==> src/pfm_pkg.sv <==
// pin function multiplexer constants: select codes, reset defaults, timing
// assumes a single 100 MHz clock domain and no register bus
// How it works
// RULE_01: after any reset every pin carries its first listed function until software picks another.
// RULE_02: software picks a pin's alternative through a port peripheral-enable bit and a system-unit select field.
// RULE_03: in port mode each pin has its own direction bit, input or output.
// RULE_04: while the reset pin is low and still a reset pin, the whole device is held in reset.
// RULE_05: internal reset is released synchronously after a fixed count of clock cycles.
// RULE_06: with the reset pin in port mode, only power-on, watchdog or software reset can reset the device.
// RULE_07: the test clock pin clocks the test logic and shifts data through the debug port.
// RULE_08: after reset the test clock pin is the test clock, not a port bit.
// RULE_09: after reset the reset pin is the reset input, not a port bit.
// RULE_10: after reset both oscillator pins are port bits with crystal and clock inputs disconnected.
// RULE_11: the transmit alternative drives transmit data, or the shared line in single-wire operation.
// RULE_12: the buffered clock output takes its source from the clock-out source field.
// RULE_13: after reset the transmit/crossbar/clock-out pin is a port bit.
// RULE_14: after reset the receive/crossbar/comparator/pwm pin is a port bit.
// RULE_15: one pin position offers crossbar output eleven on one member and timer b channel 0 on the others.
// RULE_16: each pin carries exactly one function and every unselected peripheral signal is isolated from it.
package pfm_pkg;
   localparam int unsigned PFM_NPINS = 7;
   // pin indices
   localparam int unsigned PIN_TCK = 0;
   localparam int unsigned PIN_RST = 1;
   localparam int unsigned PIN_C0 = 2;
   localparam int unsigned PIN_C1 = 3;
   localparam int unsigned PIN_C2 = 4;
   localparam int unsigned PIN_F8 = 5;
   localparam int unsigned PIN_C3 = 6;
   // alternative select codes
   localparam logic [1:0] SEL_ALT0 = 2'h0;
   localparam logic [1:0] SEL_ALT1 = 2'h1;
   localparam logic [1:0] SEL_ALT2 = 2'h2;
   localparam logic [1:0] SEL_ALT3 = 2'h3;
   // clock-out source codes
   localparam logic [1:0] CLKO_SRC_SYS = 2'h0;
   localparam logic [1:0] CLKO_SRC_BUS = 2'h1;
   localparam logic [1:0] CLKO_SRC_OSC = 2'h2;
   localparam logic [1:0] CLKO_SRC_OFF = 2'h3;
   // member variant: crossbar variant vs timer variant
   localparam logic MEMBER_XBAR = 1'b1;
   // reset release: cycles held after reset sources drop
   localparam int unsigned RST_HOLD_CYC = 32;
   localparam int unsigned RST_CNT_W = 6;
endpackage : pfm_pkg

==> src/pfm_rst_sync.sv <==
// reset release sequencer: async assert, synchronous release after a count
// assumes the request input is already a level in the clock domain
`timescale 1ns/1ps
`default_nettype none
module pfm_rst_sync
   import pfm_pkg::*;
#(
   parameter int unsigned HOLD = RST_HOLD_CYC,
   parameter int unsigned W = RST_CNT_W
) (
   // clock and async reset
   input wire logic i_clk,
   input wire logic i_arst_n,
   // request and released reset
   input wire logic i_req,
   output logic o_rst_n
);
   logic [W-1:0] cnt_q, cnt_d;
   logic rst_n_q, rst_n_d;

   always_comb begin
      cnt_d = cnt_q;
      rst_n_d = rst_n_q;
      if (i_req) begin
         cnt_d = '0;
         rst_n_d = 1'b0;
      end else if (cnt_q != W'(HOLD)) begin
         cnt_d = cnt_q + W'(1);
      end else begin
         rst_n_d = 1'b1; // [RULE_05]
      end
   end

   always_ff @(posedge i_clk or negedge i_arst_n) begin
      if (!i_arst_n) begin
         cnt_q <= '0;
         rst_n_q <= 1'b0;
      end else begin
         cnt_q <= cnt_d;
         rst_n_q <= rst_n_d;
      end
   end

   assign o_rst_n = rst_n_q;
endmodule // pfm_rst_sync
`default_nettype wire

==> src/pfm_pin_mux.sv <==
// pin function multiplexer for the first seven package pins
// assumes pad buffers outside; pads are split into in/out/output-enable signals
`timescale 1ns/1ps
`default_nettype none
module pfm_pin_mux
   import pfm_pkg::*;
#(
   parameter logic MEMBER = MEMBER_XBAR,
   parameter int unsigned HOLD = RST_HOLD_CYC
) (
   // clock and power-on reset
   input wire logic i_clk,
   input wire logic i_reset_n,
   // other reset sources
   input wire logic i_watchdog_reset_source,
   input wire logic i_sw_reset,
   // configuration from port and system-integration unit
   input wire logic [PFM_NPINS-1:0] i_periph_en,
   input wire logic [2*PFM_NPINS-1:0] i_periph_sel,
   input wire logic [PFM_NPINS-1:0] i_port_dir,
   input wire logic [PFM_NPINS-1:0] i_port_dout,
   input wire logic [1:0] i_clock_out_source_field,
   // pads
   input wire logic [PFM_NPINS-1:0] i_pad_in,
   output logic [PFM_NPINS-1:0] o_pad_out,
   output logic [PFM_NPINS-1:0] o_pad_oe,
   // port input readback
   output logic [PFM_NPINS-1:0] o_port_din,
   // debug port
   output logic o_test_clk,
   // oscillator
   output logic o_crystal_input,
   output logic o_crystal_en,
   input wire logic i_crystal_output,
   output logic o_ext_clock_input_a,
   output logic o_ext_clock_input_b,
   // serial port a
   input wire logic i_serial_a_transmit,
   input wire logic i_serial_a_tx_oe,
   output logic o_serial_a_receive,
   // crossbar / timers / comparators / pwm
   input wire logic i_crossbar_out_eleven,
   input wire logic i_crossbar_out_ten,
   output logic o_crossbar_in_two,
   input wire logic i_timer_b_chan0,
   input wire logic i_timer_b_chan0_oe,
   output logic o_timer_b_chan0,
   input wire logic i_timer_b_chan1,
   input wire logic i_timer_b_chan1_oe,
   output logic o_timer_b_chan1,
   input wire logic i_timer_a_chan0,
   input wire logic i_timer_a_chan0_oe,
   output logic o_timer_a_chan0,
   input wire logic i_comparator_a_out,
   input wire logic i_comparator_d_out,
   input wire logic i_pwm_sub2_x_pin,
   input wire logic i_pwm_sub2_x_oe,
   output logic o_pwm_sub2_x_pin,
   // clock sources for buffered output
   input wire logic i_sys_clk_src,
   input wire logic i_bus_clk_src,
   input wire logic i_osc_clk_src,
   // internal device reset
   output logic o_chip_reset_n
);
   // config registers taken from the software-facing inputs
   logic [PFM_NPINS-1:0] en_q, en_d;
   logic [2*PFM_NPINS-1:0] sel_q, sel_d;
   logic [PFM_NPINS-1:0] dir_q, dir_d;
   logic [PFM_NPINS-1:0] dout_q, dout_d;
   logic [1:0] clksrc_q, clksrc_d;
   logic [PFM_NPINS-1:0] din_q, din_d;
   logic tx_q, rx_q, xin_q, tb0_q, tb1_q, ta0_q, pwm_q;
   logic tx_d, rx_d, xin_d, tb0_d, tb1_d, ta0_d, pwm_d;
   logic clko;
   logic rst_req;
   logic rst_n;
   logic reset_pin_is_reset;
   logic [PFM_NPINS-1:0] pout, poe;

   function automatic logic [1:0] sel_of(input logic [2*PFM_NPINS-1:0] s, input int unsigned p);
      sel_of = s[2*p +: 2];
   endfunction

   // reset pin is a reset input unless software made it a port bit
   assign reset_pin_is_reset = !en_q[PIN_RST]; // [RULE_09]
   // pad reset only counts while the pin is in reset mode
   assign rst_req = (reset_pin_is_reset && !i_pad_in[PIN_RST]) // [RULE_04]
                    || i_watchdog_reset_source || i_sw_reset; // [RULE_06]

   pfm_rst_sync #(
      .HOLD(HOLD),
      .W(RST_CNT_W)
   ) u_rst (
      .i_clk(i_clk),
      .i_arst_n(i_reset_n),
      .i_req(rst_req),
      .o_rst_n(rst_n)
   );
   assign o_chip_reset_n = rst_n;

   // buffered clock source; glitches on switch are tolerated, a limitation
   always_comb begin
      case (clksrc_q) // [RULE_12]
         CLKO_SRC_SYS: clko = i_sys_clk_src;
         CLKO_SRC_BUS: clko = i_bus_clk_src;
         CLKO_SRC_OSC: clko = i_osc_clk_src;
         CLKO_SRC_OFF: clko = 1'b0;
         default: clko = 1'b0;
      endcase
   end

   // pad drive: exactly one source per pin, the rest isolated
   always_comb begin
      pout = '0;
      poe = '0;
      for (int unsigned p = 0; p < PFM_NPINS; p++) begin
         if (!en_q[p]) begin
            pout[p] = dout_q[p]; // [RULE_03]
            poe[p] = dir_q[p]; // [RULE_03]
         end
      end
      // test clock pin and reset pin in primary mode are pure inputs
      if (!en_q[PIN_TCK]) begin
         pout[PIN_TCK] = 1'b0; // [RULE_08]
         poe[PIN_TCK] = 1'b0;
      end else begin
         pout[PIN_TCK] = dout_q[PIN_TCK];
         poe[PIN_TCK] = dir_q[PIN_TCK];
      end
      if (reset_pin_is_reset) begin
         pout[PIN_RST] = 1'b0;
         poe[PIN_RST] = 1'b0;
      end else begin
         pout[PIN_RST] = dout_q[PIN_RST];
         poe[PIN_RST] = dir_q[PIN_RST];
      end
      // c1 drives the crystal output when enabled
      if (en_q[PIN_C1]) begin
         pout[PIN_C1] = i_crystal_output;
         poe[PIN_C1] = 1'b1;
      end
      if (en_q[PIN_C2]) begin // [RULE_16]
         case (sel_of(sel_q, PIN_C2))
            SEL_ALT0: begin
               pout[PIN_C2] = i_serial_a_transmit; // [RULE_11]
               poe[PIN_C2] = i_serial_a_tx_oe;
            end
            SEL_ALT1: begin
               if (MEMBER == MEMBER_XBAR) begin // [RULE_15]
                  pout[PIN_C2] = i_crossbar_out_eleven;
                  poe[PIN_C2] = 1'b1;
               end else begin
                  pout[PIN_C2] = i_timer_b_chan0;
                  poe[PIN_C2] = i_timer_b_chan0_oe;
               end
            end
            SEL_ALT2: begin
               pout[PIN_C2] = 1'b0;
               poe[PIN_C2] = 1'b0;
            end
            SEL_ALT3: begin
               pout[PIN_C2] = clko; // [RULE_12]
               poe[PIN_C2] = 1'b1;
            end
            default: ;
         endcase
      end
      if (en_q[PIN_F8]) begin // [RULE_16]
         case (sel_of(sel_q, PIN_F8))
            SEL_ALT0: poe[PIN_F8] = 1'b0;
            SEL_ALT1: begin
               if (MEMBER == MEMBER_XBAR) begin
                  pout[PIN_F8] = i_crossbar_out_ten;
                  poe[PIN_F8] = 1'b1;
               end else begin
                  pout[PIN_F8] = i_timer_b_chan1;
                  poe[PIN_F8] = i_timer_b_chan1_oe;
               end
            end
            SEL_ALT2: begin
               pout[PIN_F8] = i_comparator_d_out;
               poe[PIN_F8] = 1'b1;
            end
            SEL_ALT3: begin
               pout[PIN_F8] = i_pwm_sub2_x_pin;
               poe[PIN_F8] = i_pwm_sub2_x_oe;
            end
            default: ;
         endcase
      end
      if (en_q[PIN_C3]) begin // [RULE_16]
         case (sel_of(sel_q, PIN_C3))
            SEL_ALT0: begin
               pout[PIN_C3] = i_timer_a_chan0;
               poe[PIN_C3] = i_timer_a_chan0_oe;
            end
            SEL_ALT1: begin
               pout[PIN_C3] = i_comparator_a_out;
               poe[PIN_C3] = 1'b1;
            end
            SEL_ALT2: poe[PIN_C3] = 1'b0;
            SEL_ALT3: poe[PIN_C3] = 1'b0;
            default: ;
         endcase
      end
   end

   // registered inputs toward peripherals; unselected ones read zero
   always_comb begin
      en_d = i_periph_en; // [RULE_02]
      sel_d = i_periph_sel; // [RULE_02]
      dir_d = i_port_dir;
      dout_d = i_port_dout;
      clksrc_d = i_clock_out_source_field;
      // pins 0 and 1 are port bits when enabled, the others when not
      din_d = i_pad_in & ~en_q;
      din_d[PIN_TCK] = i_pad_in[PIN_TCK] & en_q[PIN_TCK]; // [RULE_03]
      din_d[PIN_RST] = i_pad_in[PIN_RST] & en_q[PIN_RST]; // [RULE_03]
      tx_d = 1'b0;
      rx_d = 1'b0;
      xin_d = 1'b0;
      tb0_d = 1'b0;
      tb1_d = 1'b0;
      ta0_d = 1'b0;
      pwm_d = 1'b0;
      if (en_q[PIN_C2]) begin
         // single-wire: transmit line also carries receive data
         if (sel_of(sel_q, PIN_C2) == SEL_ALT0 && !i_serial_a_tx_oe) tx_d = i_pad_in[PIN_C2]; // [RULE_11]
         if (sel_of(sel_q, PIN_C2) == SEL_ALT2) xin_d = i_pad_in[PIN_C2];
         if (sel_of(sel_q, PIN_C2) == SEL_ALT1 && MEMBER != MEMBER_XBAR) tb0_d = i_pad_in[PIN_C2];
      end
      if (en_q[PIN_F8]) begin
         if (sel_of(sel_q, PIN_F8) == SEL_ALT0) rx_d = i_pad_in[PIN_F8];
         if (sel_of(sel_q, PIN_F8) == SEL_ALT1 && MEMBER != MEMBER_XBAR) tb1_d = i_pad_in[PIN_F8];
         if (sel_of(sel_q, PIN_F8) == SEL_ALT3) pwm_d = i_pad_in[PIN_F8];
      end
      if (en_q[PIN_C3]) begin
         if (sel_of(sel_q, PIN_C3) == SEL_ALT0) ta0_d = i_pad_in[PIN_C3];
         if (sel_of(sel_q, PIN_C3) == SEL_ALT2) rx_d = i_pad_in[PIN_C3];
      end
   end

   // primary functions restored on any reset, including watchdog and software
   always_ff @(posedge i_clk or negedge i_reset_n) begin
      if (!i_reset_n) begin
         en_q <= '0; // [RULE_01] [RULE_10] [RULE_13] [RULE_14]
         sel_q <= '0;
         dir_q <= '0;
         dout_q <= '0;
         clksrc_q <= CLKO_SRC_SYS;
         din_q <= '0;
         tx_q <= 1'b0;
         rx_q <= 1'b0;
         xin_q <= 1'b0;
         tb0_q <= 1'b0;
         tb1_q <= 1'b0;
         ta0_q <= 1'b0;
         pwm_q <= 1'b0;
      end else if (!rst_n) begin
         en_q <= '0; // [RULE_01]
         sel_q <= '0;
         dir_q <= '0;
         dout_q <= '0;
         clksrc_q <= CLKO_SRC_SYS;
         din_q <= '0;
         tx_q <= 1'b0;
         rx_q <= 1'b0;
         xin_q <= 1'b0;
         tb0_q <= 1'b0;
         tb1_q <= 1'b0;
         ta0_q <= 1'b0;
         pwm_q <= 1'b0;
      end else begin
         en_q <= en_d;
         sel_q <= sel_d;
         dir_q <= dir_d;
         dout_q <= dout_d;
         clksrc_q <= clksrc_d;
         din_q <= din_d;
         tx_q <= tx_d;
         rx_q <= rx_d;
         xin_q <= xin_d;
         tb0_q <= tb0_d;
         tb1_q <= tb1_d;
         ta0_q <= ta0_d;
         pwm_q <= pwm_d;
      end
   end

   assign o_pad_out = pout;
   assign o_pad_oe = poe;
   assign o_port_din = din_q;
   // test clock is a clock path, passed straight through while selected
   assign o_test_clk = !en_q[PIN_TCK] & i_pad_in[PIN_TCK]; // [RULE_07] [RULE_08]
   // oscillator inputs disconnected unless selected
   assign o_crystal_en = en_q[PIN_C0] & en_q[PIN_C1] & (sel_of(sel_q, PIN_C0) == SEL_ALT0); // [RULE_10]
   assign o_crystal_input = o_crystal_en & i_pad_in[PIN_C0];
   assign o_ext_clock_input_a = en_q[PIN_C0] & (sel_of(sel_q, PIN_C0) == SEL_ALT1) & i_pad_in[PIN_C0];
   assign o_ext_clock_input_b = en_q[PIN_C3] & (sel_of(sel_q, PIN_C3) == SEL_ALT3) & i_pad_in[PIN_C3];
   assign o_serial_a_receive = rx_q | tx_q;
   assign o_crossbar_in_two = xin_q;
   assign o_timer_b_chan0 = tb0_q;
   assign o_timer_b_chan1 = tb1_q;
   assign o_timer_a_chan0 = ta0_q;
   assign o_pwm_sub2_x_pin = pwm_q;
endmodule // pfm_pin_mux
`default_nettype wire

==> config.mk <==
export PLATFORM = sky130hd
export DESIGN_NAME = pfm_pin_mux
export DESIGN_NICKNAME = d
export VERILOG_FILES = /design/src/pfm_pkg.sv /design/src/pfm_rst_sync.sv /design/src/pfm_pin_mux.sv
export SDC_FILE = /design/constraint.sdc
export NUM_CORES = 1
export LEC_CHECK = 0
export ABC_AREA = 1
export BUFFER_PORTS_ARGS = -buffer_cell sky130_fd_sc_hd__buf_2
export CORE_ASPECT_RATIO = 0.6
export CORE_MARGIN = 2
export CORE_UTILIZATION = 45
export CTS_CLUSTER_SIZE = 30
export DETAILED_ROUTE_END_ITERATION = 10
export GPL_TIMING_DRIVEN = 0
export PLACE_DENSITY = 0.88
export SYNTH_ARGS = -nofsm -noshare
export SYNTH_HDL_FRONTEND = slang
export SYNTH_SLANG_ARGS = --single-unit
==> constraint.sdc <==
create_clock -name i_clk -period 1.3 [get_ports i_clk]
set_input_delay 0.26 -clock i_clk [delete_from_list [all_inputs] [get_ports i_clk]]
set_output_delay 0.26 -clock i_clk [all_outputs]
set_load 0.03 [all_outputs]
==> results of run 1 <==
-- path summary, 6_finish.rpt --
path                                            start                          to  slack, ns  depth (start not counted)
hold / removal                          i_port_dir[1]          dir_q[1]$_DFF_PN0_       0.14                          3
setup reg to reg           u_rst.cnt_q[0]$_DFFE_PN0P_  u_rst.cnt_q[1]$_DFFE_PN0P_       0.03                          8
min in group asynchronous                   i_reset_n         sel_q[10]$_DFF_PN0_       0.15                          1
setup / recovery                  sel_q[11]$_DFF_PN0_                 o_pad_oe[5]      -0.46                          5
max in group asynchronous                   i_reset_n          sel_q[4]$_DFF_PN0_       0.43                          1
hold reg to reg                     en_q[4]$_DFF_PN0_     o_port_din[4]$_DFF_PN0_       0.48                          1
-- flip-flops by register name, summed over array words and instances (netlist names), 2 cells and up --
name	count
sel_q	8
dir_q	7
dout_q	7
en_q	7
o_port_din	7
u_rst.cnt_q	6
clksrc_q	2
-- routing by layer --
layer	track usage	wire (µm)
met1	0.263	2350
met2	0.324	2590
met3	0.0572	368
met4	0.0559	57
met5	0	0
-- what timing repair did --
| action | in CTS | in global routing |
|---|---|---|
| pin swaps | 11 | 13 |
| hold buffers | 0 | 0 |
| setup endpoints to repair | 17 | 20 |
| cloned | 0 | 0 |
| buffers inserted | 6 | 6 |
| resized for setup | 51 | 35 |
-- stage by stage --
step | cells | utilization | total power (µW) | hold slack [ns] | setup slack, ns
global route | 429 | 0.688 | 2760 | 0.138 | -0.502
detailed placement | 409 | 0.591 | 1740 | 0.447 | -0.185
finish | 429 | 0.688 | 2640 | 0.142 | -0.459
CTS | 423 | 0.654 | 2650 | 0.135 | -0.425
global placement | 409 | 0.591 | 1740 | 0.436 | -0.143
floorplan | 260 | - | 1620 | -0.0356 | -0.0508
-- cell usage after synthesis (all sizes together) --
| master | number |
|---|---|
| a21oi | 7 |
| a22o | 1 |
| buf | 5 |
| clkbuf | 1 |
| clkinv | 1 |
| conb | 1 |
| dfrtp | 50 |
| ha | 7 |
| inv | 59 |
| nand2 | 72 |
| nand3 | 9 |
| nand4 | 1 |
| nor2 | 26 |
| nor3 | 4 |
| nor3b | 1 |
| nor4 | 3 |
| o21a | 1 |
| o21ai | 6 |
| o31ai | 1 |
| or2 | 2 |
| xnor2 | 1 |
-- power by group through the flow --
stage / sequential [µW] / clock [µW] / combinational, µW
2_1_floorplan: 1590 / 0 / 34.9
3_3_place_gp: 1590 / 0 / 153
3_5_place_dp: 1590 / 0 / 155
4_1_cts: 1560 / 936 / 157
5_1_grt: 1560 / 1010 / 187
6_report: 1560 / 914 / 166
-- cell families (layout without fill, tap and decap cells) --
kind of cell | Yosys count | in the layout | synth area share
AO/OA/AOI/OAI | 16 | 16 | 0.0453
other | 1 | 2 | 0.00170
adder cells (fa/ha/maj) | 7 | 7 | 0.0396
AND/OR/NAND/NOR | 118 | 118 | 0.225
XOR/XNOR | 1 | 1 | 0.00396
buffers and inverters | 66 | 172 | 0.118
flip-flops | 50 | 50 | 0.566
-- cell usage in the layout (no fill, tap or decap), types with 2 or more instances in the layout --
cell	instances
nand2_4	2
nand2_2	3
nor2_4	4
ha_4	4
nor2_1	15
inv_1	50
ha_2	2
inv_2	8
nand2_1	67
nor3_1	3
buf_6	17
nor4_1	2
o21ai_1	2
clkbuf_8	6
a21oi_2	2
buf_2	71
nor2_2	7
clkbuf_1	2
nand3_1	7
clkinv_2	2
o21ai_2	2
a21oi_1	4
dfrtp_2	2
nand3_2	2
or2_4	2
buf_4	15
dfrtp_1	48
conb_1	2
-- area by class of cell --
cell class	count	area [µm²]
plain buffers	6	33.8
fillers	376	1460
clock buffers	7	86.3
multi-input cells	144	888
inverters	60	229
clock inverters	1	5.00
well taps	63	78.8
flip-flops and latches	50	1250
repair buffers	98	629
-- worst max-delay path: stages (launching register included) --
cell,delay [ns]
dfrtp_1,0.42
inv_2,0.11
ha_4,0.29
a21oi_4,0.03
o31ai_4,0.19
buf_6,0.16
==> summary.txt, run 1 <==
STA
  – Final Hold Viols: 0
  – # setup viols final: 15
  – Slew @ Worst Pin: 1.07 ns
  – Setup Skew: 0.00390 ns
  – Max frequency: 569 MHz
  – Slew Viols, Final: 0
  – RSZ-0062 raised after global routing: yes
  – Worst rel slew slack: 0.288
  – Final WS setup: -0.459 ns
  – Final period util: 1.35
  – Tmin final: 1.76 ns
  – Setup tns final: -2.30 ns

Yosys
  – Dominant cell type by area after synthesis: dfrtp_1
  – Synth top area share: 0.566
  – Syn Area/Cell: between 8 and 9 µm²
  – Yosys warns: 0
  – Yosys reg bits: 50
  – Seq/Total Area, Yosys: 0.566
  – Cells after synthesis: 259
  – Mapped Area: between 0.002 and 0.0025 mm²
  – Synth area leaders: dfrtp_1, nand2_1, inv_1
  – Synth cell types: 25

Setup path
  – Critical path fanouts, max: 3
  – WS Path Type: flip-flop to primary output
  – CP startpoint kind: flip-flop
  – Critical Path AT: 1.50 ns
  – CP Capture Type: primary output
  – CP Data Required Time: about 1.0 ns

Final layout
  – Layout cells sized above 1: 0.429
  – Final-stage net count: 438
  – Diode count: 0
  – Syn-to-layout area delta: 45.0%
  – Final instance area: 0.00320 mm²

Floorplanning
  – Die H: slightly below 60 µm
  – Die Area: 0.00551 mm²
  – # IOs: 99
  – Core Region: roughly 0.0047 mm²
  – Initial Utilization: 0.474
  – Die extent in x: 94.5 µm
  – Num rows: 19

Drt
  – Via count: 1942
  – DRT antenna net count: 0
  – Routed WL: approximately 5.4 mm
  – Number of DRC violations after detailed-routing iteration 0: 67
  – # DRC: 0
  – Pre-Repair DR Iteration Count: 5
  – WL/cell: about 13 µm
  – Vias per inst: 4.53

Placed design
  – Final Wtd Congestion: 0.827
  – Number of port buffers: 86
  – Post-DP Area: around 0.0028 mm²
  – Placed wire-length estimate: around 3.6 mm

Outcome
  – Outcome: complete, but fails checks
  – Failing checks: setup timing

Global route
  – Largest net degree at the start of global routing: 51
  – Vias in the first global route: 1798
  – All-layer global routing usage: 0.198
  – First-pass GRT wire length: between 8 and 9 mm
  – Initial antenna violation count: 0
  – GRT overflow: 0

Clocking
  – Root Driver: clkbuf_8
  – Clk buf depth: 2
  – Clock latency on the worst-skew pair: 0.30 ns
  – Clock slew at reported path FFs: about 0.09 ns
  – H-Tree Depth: 2
  – Sinks on Clock Net: 50
  – Num CTS Buffers: 5
  – CTS tree: done

Power
  – Psw: between 500 and 600 µW
  – Switching Fraction: 0.218
  – Flop pwr share: 0.591
  – Pwr dens: about 820 mW/mm²
  – Combinational power share: 0.063
  – Leak Pwr: 0.00188 µW
  – Clock share of power: 0.346
  – P_int: approximately 2100 µW
  – Max IR drop VDD: 0.609 mV

Min path
  – Hold Crit Class: input pin to flip-flop

Job
  – MaxCap Viol Count: 0
Power figures use the tool's default switching activity.
==> run 2, diff against run 1 <==
--- a/config.mk
+++ b/config.mk
@@ -8,7 +8,6 @@
 export ABC_AREA = 1
 export BUFFER_PORTS_ARGS = -buffer_cell sky130_fd_sc_hd__buf_2
 export CORE_ASPECT_RATIO = 0.6
-export CORE_MARGIN = 2
 export CORE_UTILIZATION = 45
 export CTS_CLUSTER_SIZE = 30
 export DETAILED_ROUTE_END_ITERATION = 10
==> run 2 against run 1 <==
  * The run still ends with setup timing left
  * Clock power is 19% higher
  * Worst setup slack better by 0.043 ns
  * Final area is 1.2% higher
  * Clock skew is 0.0028 ns higher
  * Critical endpoint unchanged
  * Largest cell class unchanged
==> summary.txt, run 2 (synthesis gave the netlist of run 1 again) <==
Setup path
  – WP buf/inv: 2
  – Worst path max stage delay: 0.40 ns
  – Reg2Reg Setup Slack: 0 ns
  – CP Capture Type: primary output
  – WS Path Type: flip-flop to primary output
  – CP Data Required Time: about 1.0 ns
  – Reg2Reg Launch Point: u_rst.cnt_q[1]$_DFFE_PN0P_
  – Reg-to-reg endpoint: u_rst.cnt_q[0]$_DFFE_PN0P_
  – CP startpoint: sel_q[11]$_DFF_PN0_
  – Slowest CP cell: dfrtp_1
  – CP Cell Sequence: inv_2 -> ha_4 -> a21oi_2 -> o31ai_4 -> buf_6
  – Crit path max-delay family: flip-flops
  – Critical path fanouts, max: 3
  – Path depth of the worst reg2reg path: 8
  – CP startpoint kind: flip-flop
  – Critical Path AT: about 1.5 ns

Final layout
  – Core Util, Final: 0.700
  – Final-stage net count: 442
  – Diode count: 0
  – Fill cells: about 360
  – Layout cells sized above 1: 0.443
  – Most frequent cells in the layout: buf_2, nand2_1, inv_1, dfrtp_1
  – Final instance area: between 0.003 and 0.004 mm²
  – Syn-to-layout area delta: 46.8%
  – Register bank with the most flops: sel_q
  – Max reg flops: 8

Clocking
  – Clock latency on the worst-skew pair: 0.30 ns
  – Num CTS Buffers: 5
  – Sinks on Clock Net: 50
  – H-Tree Depth: 2
  – CTS tree: done
  – Root Driver: clkbuf_8
  – Clk buf depth: 2
  – Clock slew at reported path FFs: 0.09 ns
  – Cts hold-fix bufs: 0

Floorplanning
  – Core Region: 0.00464 mm²
  – Die H: 56.3 µm
  – Die extent in x: 92.5 µm
  – # IOs: 99
  – Initial Utilization: 0.477
  – Die Area: 0.00520 mm²
  – Num rows: 19

Power
  – Pwr dens: just under 900 mW/mm²
  – Leak Pwr: 0.00191 µW
  – Max IR drop VDD: 0.773 mV

Drt
  – Via count: 1973
  – Routed wl met2: 2.88 mm
  – Number of DRC violations after detailed-routing iteration 0: 53
  – Pre-Repair DR Iteration Count: 4
  – WL met1: 2.40 mm
  – Top Metal Used: met4
  – Met3 wire len: about 290 µm
  – Routed WL: 5.62 mm
  – Vias per inst: 4.56
  – DRT antenna net count: 0
  – WL/cell: 13.0 µm
  – # DRC: 0

STA
  – Tmin final: 1.72 ns
  – Final Hold Viols: 0
  – Worst rel slew slack: 0.279
  – RSZ-0062 raised after global routing: yes
  – Setup Skew: 0.00671 ns
  – Final period util: 1.32
  – Max frequency: 583 MHz
  – Final WS setup: -0.416 ns
  – # setup viols final: 15
  – Slew Viols, Final: 0
  – Slew @ Worst Pin: 1.08 ns

Placed design
  – Placed wire-length estimate: 3.67 mm
  – Post-DP Area: 0.00276 mm²
  – Final Wtd Congestion: 0.822
  – Number of port buffers: 86

Global route
  – First-pass GRT wire length: 8.78 mm
  – All-layer global routing usage: 0.223
  – Largest net degree at the start of global routing: 51
  – Initial antenna violation count: 0
  – Vias in the first global route: 1967
  – GRT overflow: 0

Outcome
  – Outcome: complete, but fails checks
  – Failing checks: setup timing

Min path
  – HP Start: i_periph_en[1]
  – WHS Path Cells: 3
  – Worst Hold End: en_q[1]$_DFF_PN0_
  – Hold Crit Class: input pin to flip-flop

Job
  – MaxCap Viol Count: 0
run 2: power by group:
group / internal (µW) / leakage [µW] / switching, µW / total, µW
Clock: 573 / 0.0000504 / 518 / 1090
Combinational: 77.7 / 0.00117 / 89.4 / 167
Sequential: 1560 / 0.000697 / 2.51 / 1560
Total: 2210 / 0.00191 / 610 / 2820
run 2: worst max-delay path by stage:
stage	endpoint	depth (start not counted)
final	o_pad_oe[5]	5
after global placement	o_pad_oe[5]	5
after global routing	o_pad_oe[5]	5
after CTS	o_pad_oe[5]	5
after floorplan	o_pad_oe[5]	4
after detailed placement	o_pad_oe[5]	5
run 2: worst register-to-register path, stage by stage, from the launching register on:
cell and delay (ns):
dfrtp_1 0.44, inv_2 0.09, ha_4 0.12, nand3_2 0.07, nor2_2 0.17, nor2_2 0.08, nor2_2 0.14, nand2_1 0.07
nand2_1 0.06
run 2: final cells by class:
| cell class | count | area, µm² | share of cell area |
|---|---|---|---|
| Inverter | 60 | 226 | 0.0698 |
| Buffer | 6 | 33.8 | 0.0104 |
| Timing Repair Buffer | 102 | 672 | 0.207 |
| Multi-Input combinational cell | 144 | 866 | 0.267 |
| Sequential cell | 50 | 1250 | 0.386 |
| Clock inverter | 3 | 45.0 | 0.0139 |
| Tap cell | 63 | 78.8 | 0.0243 |
| Clock buffer | 5 | 68.8 | 0.0212 |
run 2: timing repair:
action | 4_1_cts | 5_1_grt
pin swaps | 10 | 14
setup buffers | 10 | 6
resized for setup | 54 | 34
endpoints found under the setup margin | 17 | 23
run 2: routing by layer:
metal / global-route usage / vias to the layer above
met5: 0 / -
met1: 0.284 / 919
met2: 0.384 / 72
met3: 0.0569 / 8
met4: 0.0536 / 0
li1: - / 974
run 2: per-stage QoR:
step / hold slack, ns / setup TNS (ns) / setup WS (ns) / instances / total power, µW
after floorplan: -0.0356 / -0.107 / -0.0508 / 260 / 1620
after global placement: 0.437 / -0.239 / -0.148 / 409 / 1740
after detailed placement: 0.452 / -0.353 / -0.196 / 409 / 1740
after CTS: 0.133 / -2.37 / -0.426 / 427 / 2830
after global routing: 0.133 / -3.60 / -0.513 / 433 / 2930
final: 0.140 / -2.44 / -0.416 / 433 / 2820
